**src/shared/tbr_defs.svh**
```systemverilog
`ifndef TBR_DEFS_SVH
`define TBR_DEFS_SVH

`define TBR_AW 4
`define TBR_DW 8

`define TBR_REG_CFG   4'h0
`define TBR_REG_SLOT  4'h1
`define TBR_REG_BIT   4'h2
`define TBR_REG_STAT  4'h3
`define TBR_REG_BYTE  4'h4
`define TBR_REG_CHAN  4'h5

`define TBR_CFG_RATE  1:0
`define TBR_CFG_E1    2
`define TBR_CFG_CDS   3
`define TBR_CFG_FE    4
`define TBR_CFG_DE    5
`define TBR_CFG_DIR   6
`define TBR_CFG_PACK  7
`define TBR_BIT_ON    0
`define TBR_BIT_SHIFT 3:1

`define TBR_CFG_RST   8'h00
`define TBR_SLOT_RST  7'h00
`define TBR_BIT_RST   4'h0

`define TBR_LEN_1544  11'd193
`define TBR_LEN_2048  11'd256
`define TBR_LEN_4096  11'd512
`define TBR_LEN_8192  11'd1024

`endif

```
**src/shared/tbr_pkg.sv**
```systemverilog
package tbr_pkg;
  typedef enum logic [1:0] {
    TBR_RATE_1544 = 2'b00,
    TBR_RATE_2048 = 2'b01,
    TBR_RATE_4096 = 2'b10,
    TBR_RATE_8192 = 2'b11
  } tbr_rate_e;
  typedef logic [9:0] tbr_pos_t;
  typedef logic [4:0] tbr_chan_t;
endpackage

```
**src/logic/tbr_top.sv**
```systemverilog
// The strobed register port and the address map were left to the implementer.
`timescale 1ns/1ns
`include "tbr_defs.svh"
module tbr_top (
  // Clock and reset
  input  wire logic                clk,
  input  wire logic                reset_n,
  // Register port
  input  wire logic [`TBR_AW-1:0]  reg_addr,
  input  wire logic [`TBR_DW-1:0]  reg_wdata,
  input  wire logic                reg_wr,
  input  wire logic                reg_rd,
  output logic      [`TBR_DW-1:0]  reg_rdata,
  // Backplane pins
  input  wire logic                tx_bp_clock,
  input  wire logic                tx_bp_frame_pulse_in,
  output logic                     tx_bp_frame_pulse_out,
  output logic                     tx_bp_frame_pulse_oe,
  input  wire logic                tx_bp_voice_data,
  input  wire logic                tx_bp_signaling,
  // Received channel stream
  output logic      [7:0]          chan_data,
  output logic                     chan_sig,
  output tbr_pkg::tbr_chan_t       chan_num,
  output logic                     chan_strobe,
  output logic                     fbit,
  output logic                     fbit_strobe
);

  ////////////////////////////////////////////////////////////////////////////
  // Configuration
  tbr_pkg::tbr_rate_e rate;
  logic               rate_locked;
  logic               e1_select;
  logic               clock_double_sel;
  logic               frame_edge_sel;
  logic               data_edge_sel;
  logic               pulse_direction;
  logic               chan_pack;
  logic [6:0]         timeslot_shift;
  logic               bit_shift_on;
  logic [2:0]         bit_shift;
  localparam logic [7:0] cfg_in = `TBR_CFG_RST;

  // The configuration reset branch loads this constant only, never live logic

  always_ff @(posedge clk or negedge reset_n) begin
    if (!reset_n) begin
      rate        <= tbr_pkg::tbr_rate_e'(2'b00);
      rate_locked <= 1'b0;
    end else if (reg_wr && reg_addr == `TBR_REG_CFG && !rate_locked) begin
      // Speed fixed until the next reset
      rate        <= tbr_pkg::tbr_rate_e'(reg_wdata[`TBR_CFG_RATE]);
      rate_locked <= 1'b1;
    end
  end

  always_ff @(posedge clk or negedge reset_n) begin
    if (!reset_n) begin
      e1_select        <= cfg_in[`TBR_CFG_E1];
      clock_double_sel <= cfg_in[`TBR_CFG_CDS];
      frame_edge_sel   <= cfg_in[`TBR_CFG_FE];
      data_edge_sel    <= cfg_in[`TBR_CFG_DE];
      pulse_direction  <= cfg_in[`TBR_CFG_DIR];
      chan_pack        <= cfg_in[`TBR_CFG_PACK];
    end else if (reg_wr && reg_addr == `TBR_REG_CFG) begin
      e1_select        <= reg_wdata[`TBR_CFG_E1];
      clock_double_sel <= reg_wdata[`TBR_CFG_CDS];
      frame_edge_sel   <= reg_wdata[`TBR_CFG_FE];
      data_edge_sel    <= reg_wdata[`TBR_CFG_DE];
      pulse_direction  <= reg_wdata[`TBR_CFG_DIR];
      chan_pack        <= reg_wdata[`TBR_CFG_PACK];
    end
  end

  always_ff @(posedge clk or negedge reset_n) begin
    if (!reset_n) begin
      timeslot_shift <= `TBR_SLOT_RST;
      bit_shift_on   <= 1'b0;
      bit_shift      <= 3'h0;
    end else if (reg_wr && reg_addr == `TBR_REG_SLOT) begin
      timeslot_shift <= reg_wdata[6:0];
    end else if (reg_wr && reg_addr == `TBR_REG_BIT) begin
      bit_shift_on   <= reg_wdata[`TBR_BIT_ON];
      bit_shift      <= reg_wdata[`TBR_BIT_SHIFT];
    end
  end

  ////////////////////////////////////////////////////////////////////////////
  // Link sampling
  logic clk_rise;
  logic clk_fall;
  logic fp_s;
  logic voice_s;
  logic sig_s;

  tbr_link_sync u_sync (
    .clk        (clk),
    .reset_n    (reset_n),
    .link_clk   (tx_bp_clock),
    .link_fp    (tx_bp_frame_pulse_in),
    .link_voice (tx_bp_voice_data),
    .link_sig   (tx_bp_signaling),
    .clk_rise   (clk_rise),
    .clk_fall   (clk_fall),
    .fp_s       (fp_s),
    .voice_s    (voice_s),
    .sig_s      (sig_s)
  );

  logic data_edge;
  logic frame_edge;
  logic edges_equal;
  logic phase;
  logic tick;

  assign data_edge   = data_edge_sel ? clk_rise : clk_fall;
  assign frame_edge  = frame_edge_sel ? clk_rise : clk_fall;
  assign edges_equal = (frame_edge_sel == data_edge_sel);
  // Doubled clock: only every other data edge carries a bit
  assign tick = data_edge && !(clock_double_sel && phase);

  always_ff @(posedge clk or negedge reset_n) begin
    if (!reset_n) phase <= 1'b0;
    else if (data_edge) phase <= clock_double_sel ? ~phase : 1'b0;
  end

  ////////////////////////////////////////////////////////////////////////////
  // Frame position
  function automatic tbr_pkg::tbr_pos_t wrap_inc(tbr_pkg::tbr_pos_t p, logic [10:0] len);
    logic [10:0] n;
    n = {1'b0, p} + 11'd1;
    wrap_inc = (n >= len) ? 10'h000 : n[9:0];
  endfunction

  logic [10:0]       frame_len;
  logic [10:0]       shift_bits;
  logic [10:0]       shift_mod;
  tbr_pkg::tbr_pos_t start_pos;
  tbr_pkg::tbr_pos_t last_pos;
  tbr_pkg::tbr_pos_t pos;
  tbr_pkg::tbr_pos_t cur_pos;
  logic              fp_hold;
  logic              fp_now;

  always_comb begin
    unique case (rate)
      tbr_pkg::TBR_RATE_1544: frame_len = `TBR_LEN_1544;
      tbr_pkg::TBR_RATE_2048: frame_len = `TBR_LEN_2048;
      tbr_pkg::TBR_RATE_4096: frame_len = `TBR_LEN_4096;
      tbr_pkg::TBR_RATE_8192: frame_len = `TBR_LEN_8192;
    endcase
  end

  // Zero shifts put the pulse on the frame's first bit
  assign shift_bits = {1'b0, timeslot_shift, 3'b000} + {8'h00, bit_shift_on ? bit_shift : 3'h0};
  assign shift_mod  = shift_bits % frame_len;
  assign start_pos  = (shift_mod == 11'd0) ? 10'h000 : 10'(frame_len - shift_mod);
  assign last_pos   = 10'(frame_len - 11'd1);

  always_ff @(posedge clk or negedge reset_n) begin
    if (!reset_n) fp_hold <= 1'b0;
    else if (frame_edge) fp_hold <= fp_s;
  end

  // Equal selects: pulse sampled with the data; otherwise one edge earlier
  assign fp_now  = pulse_direction && (edges_equal ? fp_s : fp_hold);
  assign cur_pos = fp_now ? start_pos : pos;

  always_ff @(posedge clk or negedge reset_n) begin
    if (!reset_n) pos <= 10'h000;
    else if (tick) pos <= wrap_inc(cur_pos, frame_len);
  end

  ////////////////////////////////////////////////////////////////////////////
  // Output frame pulse
  always_ff @(posedge clk or negedge reset_n) begin
    if (!reset_n) begin
      tx_bp_frame_pulse_out <= 1'b0;
    end else if (frame_edge) begin
      // Unequal selects lead position 0, not the shifted start, by three link edges
      tx_bp_frame_pulse_out <= edges_equal ? (pos == start_pos)
                                           : (pos == last_pos);
    end
  end

  assign tx_bp_frame_pulse_oe = ~pulse_direction;

  ////////////////////////////////////////////////////////////////////////////
  // Byte assembly
  logic               is_fbit;
  logic               chan_ok;
  tbr_pkg::tbr_chan_t map_chan;
  logic [2:0]         bit_idx;
  logic [7:0]         shreg;

  tbr_slot_map u_map (
    .rate      (rate),
    .e1_select (e1_select),
    .chan_pack (chan_pack),
    .pos       (cur_pos),
    .is_fbit   (is_fbit),
    .chan_ok   (chan_ok),
    .chan      (map_chan),
    .bit_idx   (bit_idx)
  );

  // Bit 0 arrives first and lands in the MSB
  always_ff @(posedge clk or negedge reset_n) begin
    if (!reset_n) shreg <= 8'h00;
    else if (tick && chan_ok) shreg <= {shreg[6:0], voice_s};
  end

  always_ff @(posedge clk or negedge reset_n) begin
    if (!reset_n) begin
      chan_data   <= 8'h00;
      chan_sig    <= 1'b0;
      chan_num    <= 5'h00;
      chan_strobe <= 1'b0;
    end else begin
      chan_strobe <= tick && chan_ok && bit_idx == 3'd7;
      if (tick && chan_ok && bit_idx == 3'd7) begin
        chan_data <= {shreg[6:0], voice_s};
        chan_sig  <= sig_s;
        chan_num  <= map_chan;
      end
    end
  end

  always_ff @(posedge clk or negedge reset_n) begin
    if (!reset_n) begin
      fbit        <= 1'b0;
      fbit_strobe <= 1'b0;
    end else begin
      fbit_strobe <= tick && is_fbit && !e1_select;
      if (tick && is_fbit && !e1_select) fbit <= voice_s;
    end
  end

  ////////////////////////////////////////////////////////////////////////////
  // Register read, answer in the following cycle
  always_ff @(posedge clk or negedge reset_n) begin
    if (!reset_n) begin
      reg_rdata <= 8'h00;
    end else if (reg_rd) begin
      unique case (reg_addr)
        `TBR_REG_CFG:  reg_rdata <= {chan_pack, pulse_direction, data_edge_sel, frame_edge_sel,
                                     clock_double_sel, e1_select, rate};
        `TBR_REG_SLOT: reg_rdata <= {1'b0, timeslot_shift};
        `TBR_REG_BIT:  reg_rdata <= {4'h0, bit_shift, bit_shift_on};
        `TBR_REG_STAT: reg_rdata <= {fbit, pos[9:4], rate_locked};
        `TBR_REG_BYTE: reg_rdata <= chan_data;
        `TBR_REG_CHAN: reg_rdata <= {2'b00, chan_sig, chan_num};
        default:       reg_rdata <= 8'h00;
      endcase
    end else begin
      reg_rdata <= 8'h00;
    end
  end
endmodule

```
**src/logic/tbr_link_sync.sv**
```systemverilog
`timescale 1ns/1ns
module tbr_link_sync (
  // Clock and reset
  input  wire logic clk,
  input  wire logic reset_n,
  // Raw link pins
  input  wire logic link_clk,
  input  wire logic link_fp,
  input  wire logic link_voice,
  input  wire logic link_sig,
  // Synchronised view
  output logic      clk_rise,
  output logic      clk_fall,
  output logic      fp_s,
  output logic      voice_s,
  output logic      sig_s
);
  logic [3:0] meta;
  logic [3:0] stable;
  logic       clk_last;

  // First stage feeds only the second
  always_ff @(posedge clk or negedge reset_n) begin
    if (!reset_n) begin
      meta   <= 4'h0;
      stable <= 4'h0;
    end else begin
      meta   <= {link_sig, link_voice, link_fp, link_clk};
      stable <= meta;
    end
  end

  always_ff @(posedge clk or negedge reset_n) begin
    if (!reset_n) clk_last <= 1'b0;
    else clk_last <= stable[0];
  end

  assign clk_rise = stable[0] & ~clk_last;
  assign clk_fall = ~stable[0] & clk_last;
  assign fp_s     = stable[1];
  assign voice_s  = stable[2];
  assign sig_s    = stable[3];
endmodule

```
**src/logic/tbr_slot_map.sv**
```systemverilog
`timescale 1ns/1ns
module tbr_slot_map (
  // Format
  input  wire tbr_pkg::tbr_rate_e rate,
  input  wire logic               e1_select,
  input  wire logic               chan_pack,
  // Frame position
  input  wire tbr_pkg::tbr_pos_t  pos,
  // Placement
  output logic                    is_fbit,
  output logic                    chan_ok,
  output tbr_pkg::tbr_chan_t      chan,
  output logic [2:0]              bit_idx
);
  logic [6:0] phys;
  logic [4:0] lslot;
  logic       ilv_ok;
  logic [9:0] t1_pos;

  always_comb begin
    phys    = pos[9:3];
    t1_pos  = pos - 10'h001;
    lslot   = phys[4:0];
    ilv_ok  = 1'b1;
    is_fbit = 1'b0;
    chan_ok = 1'b0;
    chan    = 5'h00;
    bit_idx = pos[2:0];
    unique case (rate)
      tbr_pkg::TBR_RATE_1544: lslot = phys[4:0];
      tbr_pkg::TBR_RATE_2048: lslot = phys[4:0];
      tbr_pkg::TBR_RATE_4096: begin
        lslot  = phys[5:1];
        ilv_ok = ~phys[0];
      end
      tbr_pkg::TBR_RATE_8192: begin
        lslot  = phys[6:2];
        ilv_ok = (phys[1:0] == 2'b00);
      end
    endcase
    if (rate == tbr_pkg::TBR_RATE_1544) begin
      // F bit then 24 channels, no slot padding
      if (pos == 10'h000) begin
        is_fbit = 1'b1;
      end else begin
        chan_ok = 1'b1;
        chan    = t1_pos[7:3];
        bit_idx = t1_pos[2:0];
      end
    end else if (ilv_ok) begin
      if (e1_select) begin
        chan_ok = 1'b1;
        chan    = lslot;
      end else if (chan_pack) begin
        chan_ok = (lslot < 5'd24);
        chan    = lslot;
        is_fbit = (lslot == 5'd31) && (pos[2:0] == 3'd7);
      end else if (lslot[1:0] == 2'b00) begin
        is_fbit = (lslot == 5'd0) && (pos[2:0] == 3'd0);
      end else begin
        chan_ok = 1'b1;
        chan    = lslot - {2'b00, lslot[4:2]} - 5'd1;
      end
    end
  end
endmodule

```
**config.mk**
```make
export PLATFORM = sky130hd
export DESIGN_NAME = tbr_top
export DESIGN_NICKNAME = d
export VERILOG_FILES = /design/src/shared/tbr_pkg.sv /design/src/logic/tbr_top.sv /design/src/logic/tbr_link_sync.sv /design/src/logic/tbr_slot_map.sv
export VERILOG_INCLUDE_DIRS = /design/src /design/src/shared
export SDC_FILE = /design/constraint.sdc
export NUM_CORES = 1
export LEC_CHECK = 0
export BUFFER_PORTS_ARGS = -buffer_cell sky130_fd_sc_hd__buf_4
export CORE_ASPECT_RATIO = 1.4
export CORE_MARGIN = 2
export CORE_UTILIZATION = 56
export DETAILED_ROUTE_END_ITERATION = 10
export GPL_TIMING_DRIVEN = 0
export MAX_ROUTING_LAYER = met4
export PLACE_DENSITY = 0.74
export SLEW_MARGIN = 20
export SYNTH_ARGS = -nofsm -noshare
export SYNTH_HDL_FRONTEND = slang
export SYNTH_SLANG_ARGS = --single-unit
```
**constraint.sdc**
```tcl
create_clock -name clk -period 24.3 [get_ports clk]
set_clock_uncertainty 0.1 [all_clocks]
set_input_delay 4.86 -clock clk [delete_from_list [all_inputs] [get_ports clk]]
set_output_delay 4.86 -clock clk [all_outputs]
set_load 0.01 [all_outputs]
```
==> flow_summary.yaml, run 1 <==
run_status:
  status: "complete, no violations"
grt:
  first_global_vias: 8035
  overflow: 0
  use_met1_pct: 38.37
  met3_usage_pct: 2.279
  grt_pass1_wl_mm: 40.47
  grt_max_degree: 75
  grt_busiest_layer: "met2"
  grt.total_usage_pct: 32.69
  grt_antenna_before_repair: 0
  grtUsageMet2_pct: 56.68
die:
  core_sq_um: 14510
  ios: 47
  rows: 52
  start_util_pct: 57.42
  die_area_sq_um: 15880
  die_w_um: 107.1
  die_h_um: 148.3
clock_network:
  cts.sinks: 74
  cts_setup_buffers: 0
  post_cts_resized: 0
  clk_pin_slew_ns: 0.06
  cts_buffers: 9
  insertion_delay_ns: 0.34
  cts_tree: "built"
  clock_path_buffers: 2
  cts_hold_buf: 0
  htree_levels: 3
  root_buffer: "clkbuf_16"
detailed_routing:
  vias_per_cell: 6.544
  post_drt_wl_per_cell_um: 19.76
  drc: 0
  ant_nets: 0
  drt-total-wl_mm: 24.93
  drt_iter0_drc: 618
  first_pass_iters: 5
  num_vias: 8258
worst_hold_path:
  hp-class: "register to register"
critical_path:
  critPathKind: "register to register"
  cpMostUsedCell: "ha_1"
  critPathArrivalTime_ns: 17.15
  crit_fanout: 20
  cpPeakStageDelay_ns: 0.73
  path_buf_inv: 10
  critPathRequiredTime_ns: 24.38
  setup.worst_path.start_class: "register"
  crit_family: "simple AND/OR/NAND/NOR gates"
  cp_slowest_cell: "o311ai_2"
  cp-end-kind: "register"
layout:
  n_fill_cell: 1267
  diodes: 0
  multi_input_area_sq_um: 6137
  mostFrequentLayoutCells: "104 x nand2_1, 88 x nor2_1, 74 x dfrtp_1, 61 x a21oi_1, 49 x o21ai_0"
  post_route_cells_drive_above_1_share_pct: 14.91
  num-nets-final: 1136
  mostFrequentLayoutCell: "nand2_1"
  area_growth_pct: 10.96
  ff_latch_area_sq_um: 1852
placed_design:
  gp_congestion: 0.9646
  dpl.hpwl_mm: 19.56
  numPortBuffers: 45
sta:
  rsz0062_at_grt: "no"
  maxSlewViolCount: 0
  worst_pin_slew_ns: 0.9267
  fmax_ghz: 0.05856
  slew_headroom_pct: 38.22
  period_minus_slack_ns: 17.08
  post-route-period-util_pct: 70.27
  hold_viol: 0
  finalSetupViolations: 0
  finalSetupTns_ns: 0
synthesis:
  synth_area_leaders: "dfrtp_1 22%, ha_1 7.1%, mux2_2 5.0%"
  synth.largest_area_cell: "dfrtp_1"
  synth_top_area_share_pct: 22.23
  ys_types: 107
  synth_ff_type: "dfrtp_1"
  synth_cells: 1011
  ys_seq_elements: 74
  syn_avg_cell_area_sq_um: 8.240
  synth_edf_count: 0
  syn_area_sq_um: 8330
  yosysWarnings: 0
  synth_fp_nets: 1079
  async_flop_share_pct: 100.0
  seq_area_frac_synth_pct: 22.23
flow_run:
  cap_violations: 0
==> synth_stat cells, drive strengths merged (5+ instances only) <==
library cell  count
xnor2            44
o211ai           12
nand3            29
o21a              8
nor3b             7
mux2             50
xor2             15
a221oi            5
buf              14
a21o             18
mux2i            18
o31ai            11
nor4             10
a211oi           16
inv              45
nand4            15
a2111oi           8
nor3             24
nor4b             6
o22ai            12
dfrtp            74
or2               6
and2             11
ha               47
and3              9
a22oi             5
a31oi            10
a22o              6
a21boi            6
nor2             88
or3              11
nand3b            8
clkbuf           25
nand2b           10
nand2           104
nor2b             8
a21oi            64
o21ai            60
==> registers in the layout, indices dropped and copies added, names as in the netlist, 2 cells and up <==
| register | cells |
|---|---|
| shreg | 7 |
| chan_data | 8 |
| u_sync.stable | 4 |
| pos | 10 |
| rate | 2 |
| u_sync.meta | 4 |
| chan_num | 5 |
| timeslot_shift | 7 |
| reg_rdata | 8 |
| bit_shift | 3 |
==> cell type report <==
cell class / instances / area share [%]
Buffer: 39 / 1.881
Tap cell: 189 / 2.558
Clock buffer: 9 / 2.436
Inverter: 45 / 1.827
Timing Repair Buffer: 46 / 3.952
Multi-Input combinational cell: 853 / 66.39
Clock inverter: 7 / 0.9204
Sequential cell: 74 / 20.03
==> per-layer routing <==
metal	part of all wire, %	routed length [um]
met1	41	10170
met4	4.5	1111
met2	51	12620
met5	0	0
met3	4.1	1033
==> cells by family (layout without fill, tap and decap cells) <==
kind of cell               count (synthesis)  after routing  synth area share, %
buffers and inverters                     84            146                4.100
AOI/OAI and AO/OA                        307            307                27.35
muxes                                     71             71                9.823
other                                      2              2              0.09015
and+or+nand+nor                          364            364                22.18
DFF                                       74             74                22.23
xor gates and xnor gates                  61             61                6.924
adders and majority gates                 48             48                7.299
==> worst register-to-register path: cells and delay by family, from the launching register on <==
family | cells | cell delay, ns
XOR/XNOR | 4 | 0.99
AND/OR/NAND/NOR | 26 | 5.52
adder cells (fa/ha/maj) | 7 | 2.18
buffers and inverters | 10 | 2.08
multiplexers | 3 | 1.40
AO/OA/AOI/OAI | 16 | 4.30
flip-flops | 1 | 0.36
==> through the flow <==
stage               cells  setup WS [ns]  cell area, sq um  hold slack (ns)  utilization (%)
finish               1262          7.225              9244           0.2482            63.71
floorplan            1011          9.902              8330           0.2312                -
CTS                  1262          7.523              9244           0.2488            63.71
detailed placement   1246          7.566              8934           0.2347            61.57
global route         1262          6.125              9244           0.2651            63.71
global placement     1245          6.834              8905           0.2339            61.37
==> path summary, 6_finish.rpt <==
| path | startpoint | end | slack (ns) | depth (start not counted) |
|---|---|---|---|---|
| worst max-delay path | rate[1] | pos[9] | 7.22 | 66 |
| worst min-delay path | u_sync.meta[1] | u_sync.stable[1] | 0.25 | 0 |
| worst max register to register | rate[1] | pos[9] | 7.22 | 66 |
| worst min register to register | u_sync.meta[1] | u_sync.stable[1] | 0.25 | 0 |
| max in group asynchronous | reset_n | pulse_direction | 18.94 | 1 |
| min in group asynchronous | reset_n | pos[1] | 4.52 | 1 |
Power of run 1 is left out: the tool's default activity adds up to more than one toggle a clock period on the data nets, which glitch-free logic cannot reach.
==> inputs of run 2 (changes only) <==
- ABC_AREA: unset -> 1
- clock period: 24.3 -> 15.8 ns (I/O delays scaled with it)
==> flow_summary.yaml, run 2 <==
layout:
  diodes: 0
  mostFrequentLayoutCells: "317 x nand2_1, 155 x inv_1, 123 x nand3_1, 83 x nor2_1, 74 x dfrtp_1"
  finish.utilization_pct: 63.77
  post_route_cells_drive_above_1_share_pct: 17.93
  reg.largest.list: "pos: 10 flops, chan_data: 8 flops, reg_rdata: 8 flops"
  n_fill_cell: 1344
  mostFrequentLayoutCell: "nand2_1"
  largest_reg_flops: 10
  top_register: "pos"
  num-nets-final: 1329
  area_growth_pct: 11.25
die:
  die_h_um: 145.2
  core_sq_um: 13910
  start_util_pct: 57.32
  ios: 47
  die_w_um: 104.9
  die_area_sq_um: 15220
  rows: 51
clock_network:
  insertion_delay_ns: 0.33
  cts.sinks: 74
  cts_setup_buffers: 0
  clock_path_buffers: 2
  cts_hold_buf: 0
  post_cts_resized: 0
  cts_buffers: 9
  clk_pin_slew_ns: 0.06
  root_buffer: "clkbuf_16"
  htree_levels: 3
  cts_tree: "built"
sta:
  hold_viol: 0
  finalSetupViolations: 0
  worst_pin_slew_ns: 0.9055
  fmax_ghz: 0.07163
  period_minus_slack_ns: 13.96
  finalSetupTns_ns: 0
  slew_headroom_pct: 39.63
  rsz0062_at_grt: "no"
  maxSlewViolCount: 0
  post-route-period-util_pct: 88.36
grt:
  met3_usage_pct: 2.426
  grt_pass1_wl_mm: 35.16
  grt_busiest_layer: "met2"
  first_global_vias: 7343
  use_met1_pct: 34.25
  grtUsageMet2_pct: 51.98
  grt_antenna_before_repair: 0
  grt_max_degree: 75
  grt.total_usage_pct: 28.94
  overflow: 0
synthesis:
  ys_top_cells_by_count: "317 x nand2_1, 155 x inv_1, 123 x nand3_1"
  synth_area_leaders: "dfrtp_1 23%, nand2_1 15%, nand3_1 7.7%"
  synth_cells: 1204
  yosysMostFrequentCell: "nand2_1"
  synth_fp_nets: 1272
  yosysWarnings: 0
  synth.largest_area_cell: "dfrtp_1"
  synth_edf_count: 0
  seq_area_frac_synth_pct: 23.22
  ys_seq_elements: 74
  syn_avg_cell_area_sq_um: 6.623
  synth_ff_type: "dfrtp_1"
  ys_types: 51
  synth_top_area_share_pct: 23.22
  async_flop_share_pct: 100.0
  syn_area_sq_um: 7974
detailed_routing:
  drc: 0
  first_pass_iters: 6
  post_drt_wl_per_cell_um: 14.50
  ant_nets: 0
  num_vias: 7795
  drt_iter0_drc: 524
  vias_per_cell: 5.372
  drt-total-wl_mm: 21.04
critical_path:
  crit_fanout: 10
  cp_slowest_cell: "dfrtp_1"
  critPathArrivalTime_ns: 14.13
  critPathKind: "register to register"
  critPathRequiredTime_ns: 15.97
  cpPeakStageDelay_ns: 0.56
  cpMostUsedCell: "nand2_1"
  setup.worst_path.start_class: "register"
  cp-end-kind: "register"
power_and_ir_drop:
  p_per_area_nw_per_um2: 198.6
  max-vdd-ir-drop_mv: 0.1228
  p_leak_uw: 0.004726
placed_design:
  gp_congestion: 0.9476
  dpl.hpwl_mm: 16.99
  numPortBuffers: 46
run_status:
  status: "complete, no violations"
flow_run:
  cap_violations: 0
worst_hold_path:
  hp-class: "register to register"
==> run 2: cell type report <==
| type | count | area [sq um] | area share (%) |
|---|---|---|---|
| clock inverter | 6 | 91.34 | 1.030 |
| tap | 185 | 231.5 | 2.609 |
| clock buffer | 10 | 229.0 | 2.581 |
| sequential | 74 | 1852 | 20.87 |
| buffer | 26 | 165.2 | 1.862 |
| inverter | 183 | 689.4 | 7.772 |
| multi-input combinational | 921 | 5268 | 59.38 |
| timing repair buffer | 46 | 345.3 | 3.893 |
==> run 2: logic make-up (layout without fill, tap and decap cells) <==
family                     after synthesis  after routing  share of synthesized area, %
and+or+nand+nor                        694            694                         43.23
DFF                                     74             74                         23.22
other                                    2              2                       0.09418
buffers and inverters                  209            271                         10.72
adders and majority gates               48             48                         7.626
AOI/OAI and AO/OA                      133            133                         10.28
xor gates and xnor gates                44             44                         4.833
==> run 2: worst paths after layout <==
check | start | end | depth (start not counted) | slack [ns]
max | rate[0] | pos[0] | 86 | 1.84
min | u_sync.meta[3] | u_sync.stable[3] | 0 | 0.25
max reg2reg | rate[0] | pos[0] | 86 | 1.84
min reg2reg | u_sync.meta[3] | u_sync.stable[3] | 0 | 0.25
max in group asynchronous | reset_n | timeslot_shift[4] | 1 | 12.16
min in group asynchronous | reset_n | fbit_strobe | 1 | 2.86
==> run 2: report_power, final <==
group / internal [uW] / switching (uW) / leakage, uW
sequential: 236 / 52.4 / 0.000955
clock: 138 / 77.7 / 0.000145
combinational: 444 / 814 / 0.00363
==> run 2: critical path: cells and delay by family, from the launching register on <==
family / cells / cell delay [ns]
xor gates and xnor gates: 3 / 0.65
DFF: 1 / 0.56
AOI/OAI and AO/OA: 6 / 1.69
and+or+nand+nor: 52 / 6.63
buffers and inverters: 18 / 2.10
adders and majority gates: 7 / 2.17
==> run 2: stage by stage <==
stage / hold WS [ns] / worst slack [ns] / cells / total power (uW) / cell area (sq um)
2_1_floorplan: 0.2312 / 4.334 / 1204 / 1269 / 7974
4_1_cts: 0.2528 / 1.946 / 1451 / 1758 / 8871
5_1_grt: 0.2561 / 0.5884 / 1451 / 1936 / 8871
3_3_place_gp: 0.2332 / 2.260 / 1435 / 1516 / 8551
6_report: 0.2508 / 1.838 / 1451 / 1762 / 8871
3_5_place_dp: 0.2405 / 2.013 / 1435 / 1534 / 8551
==> run 2: routing by layer <==
layer	routed length (um)	share of wire (%)
met5	0	0
met4	565	2.7
met3	668	3.2
met2	10920	52
met1	8881	42
Note: power is estimated with default switching activity, not from simulation.
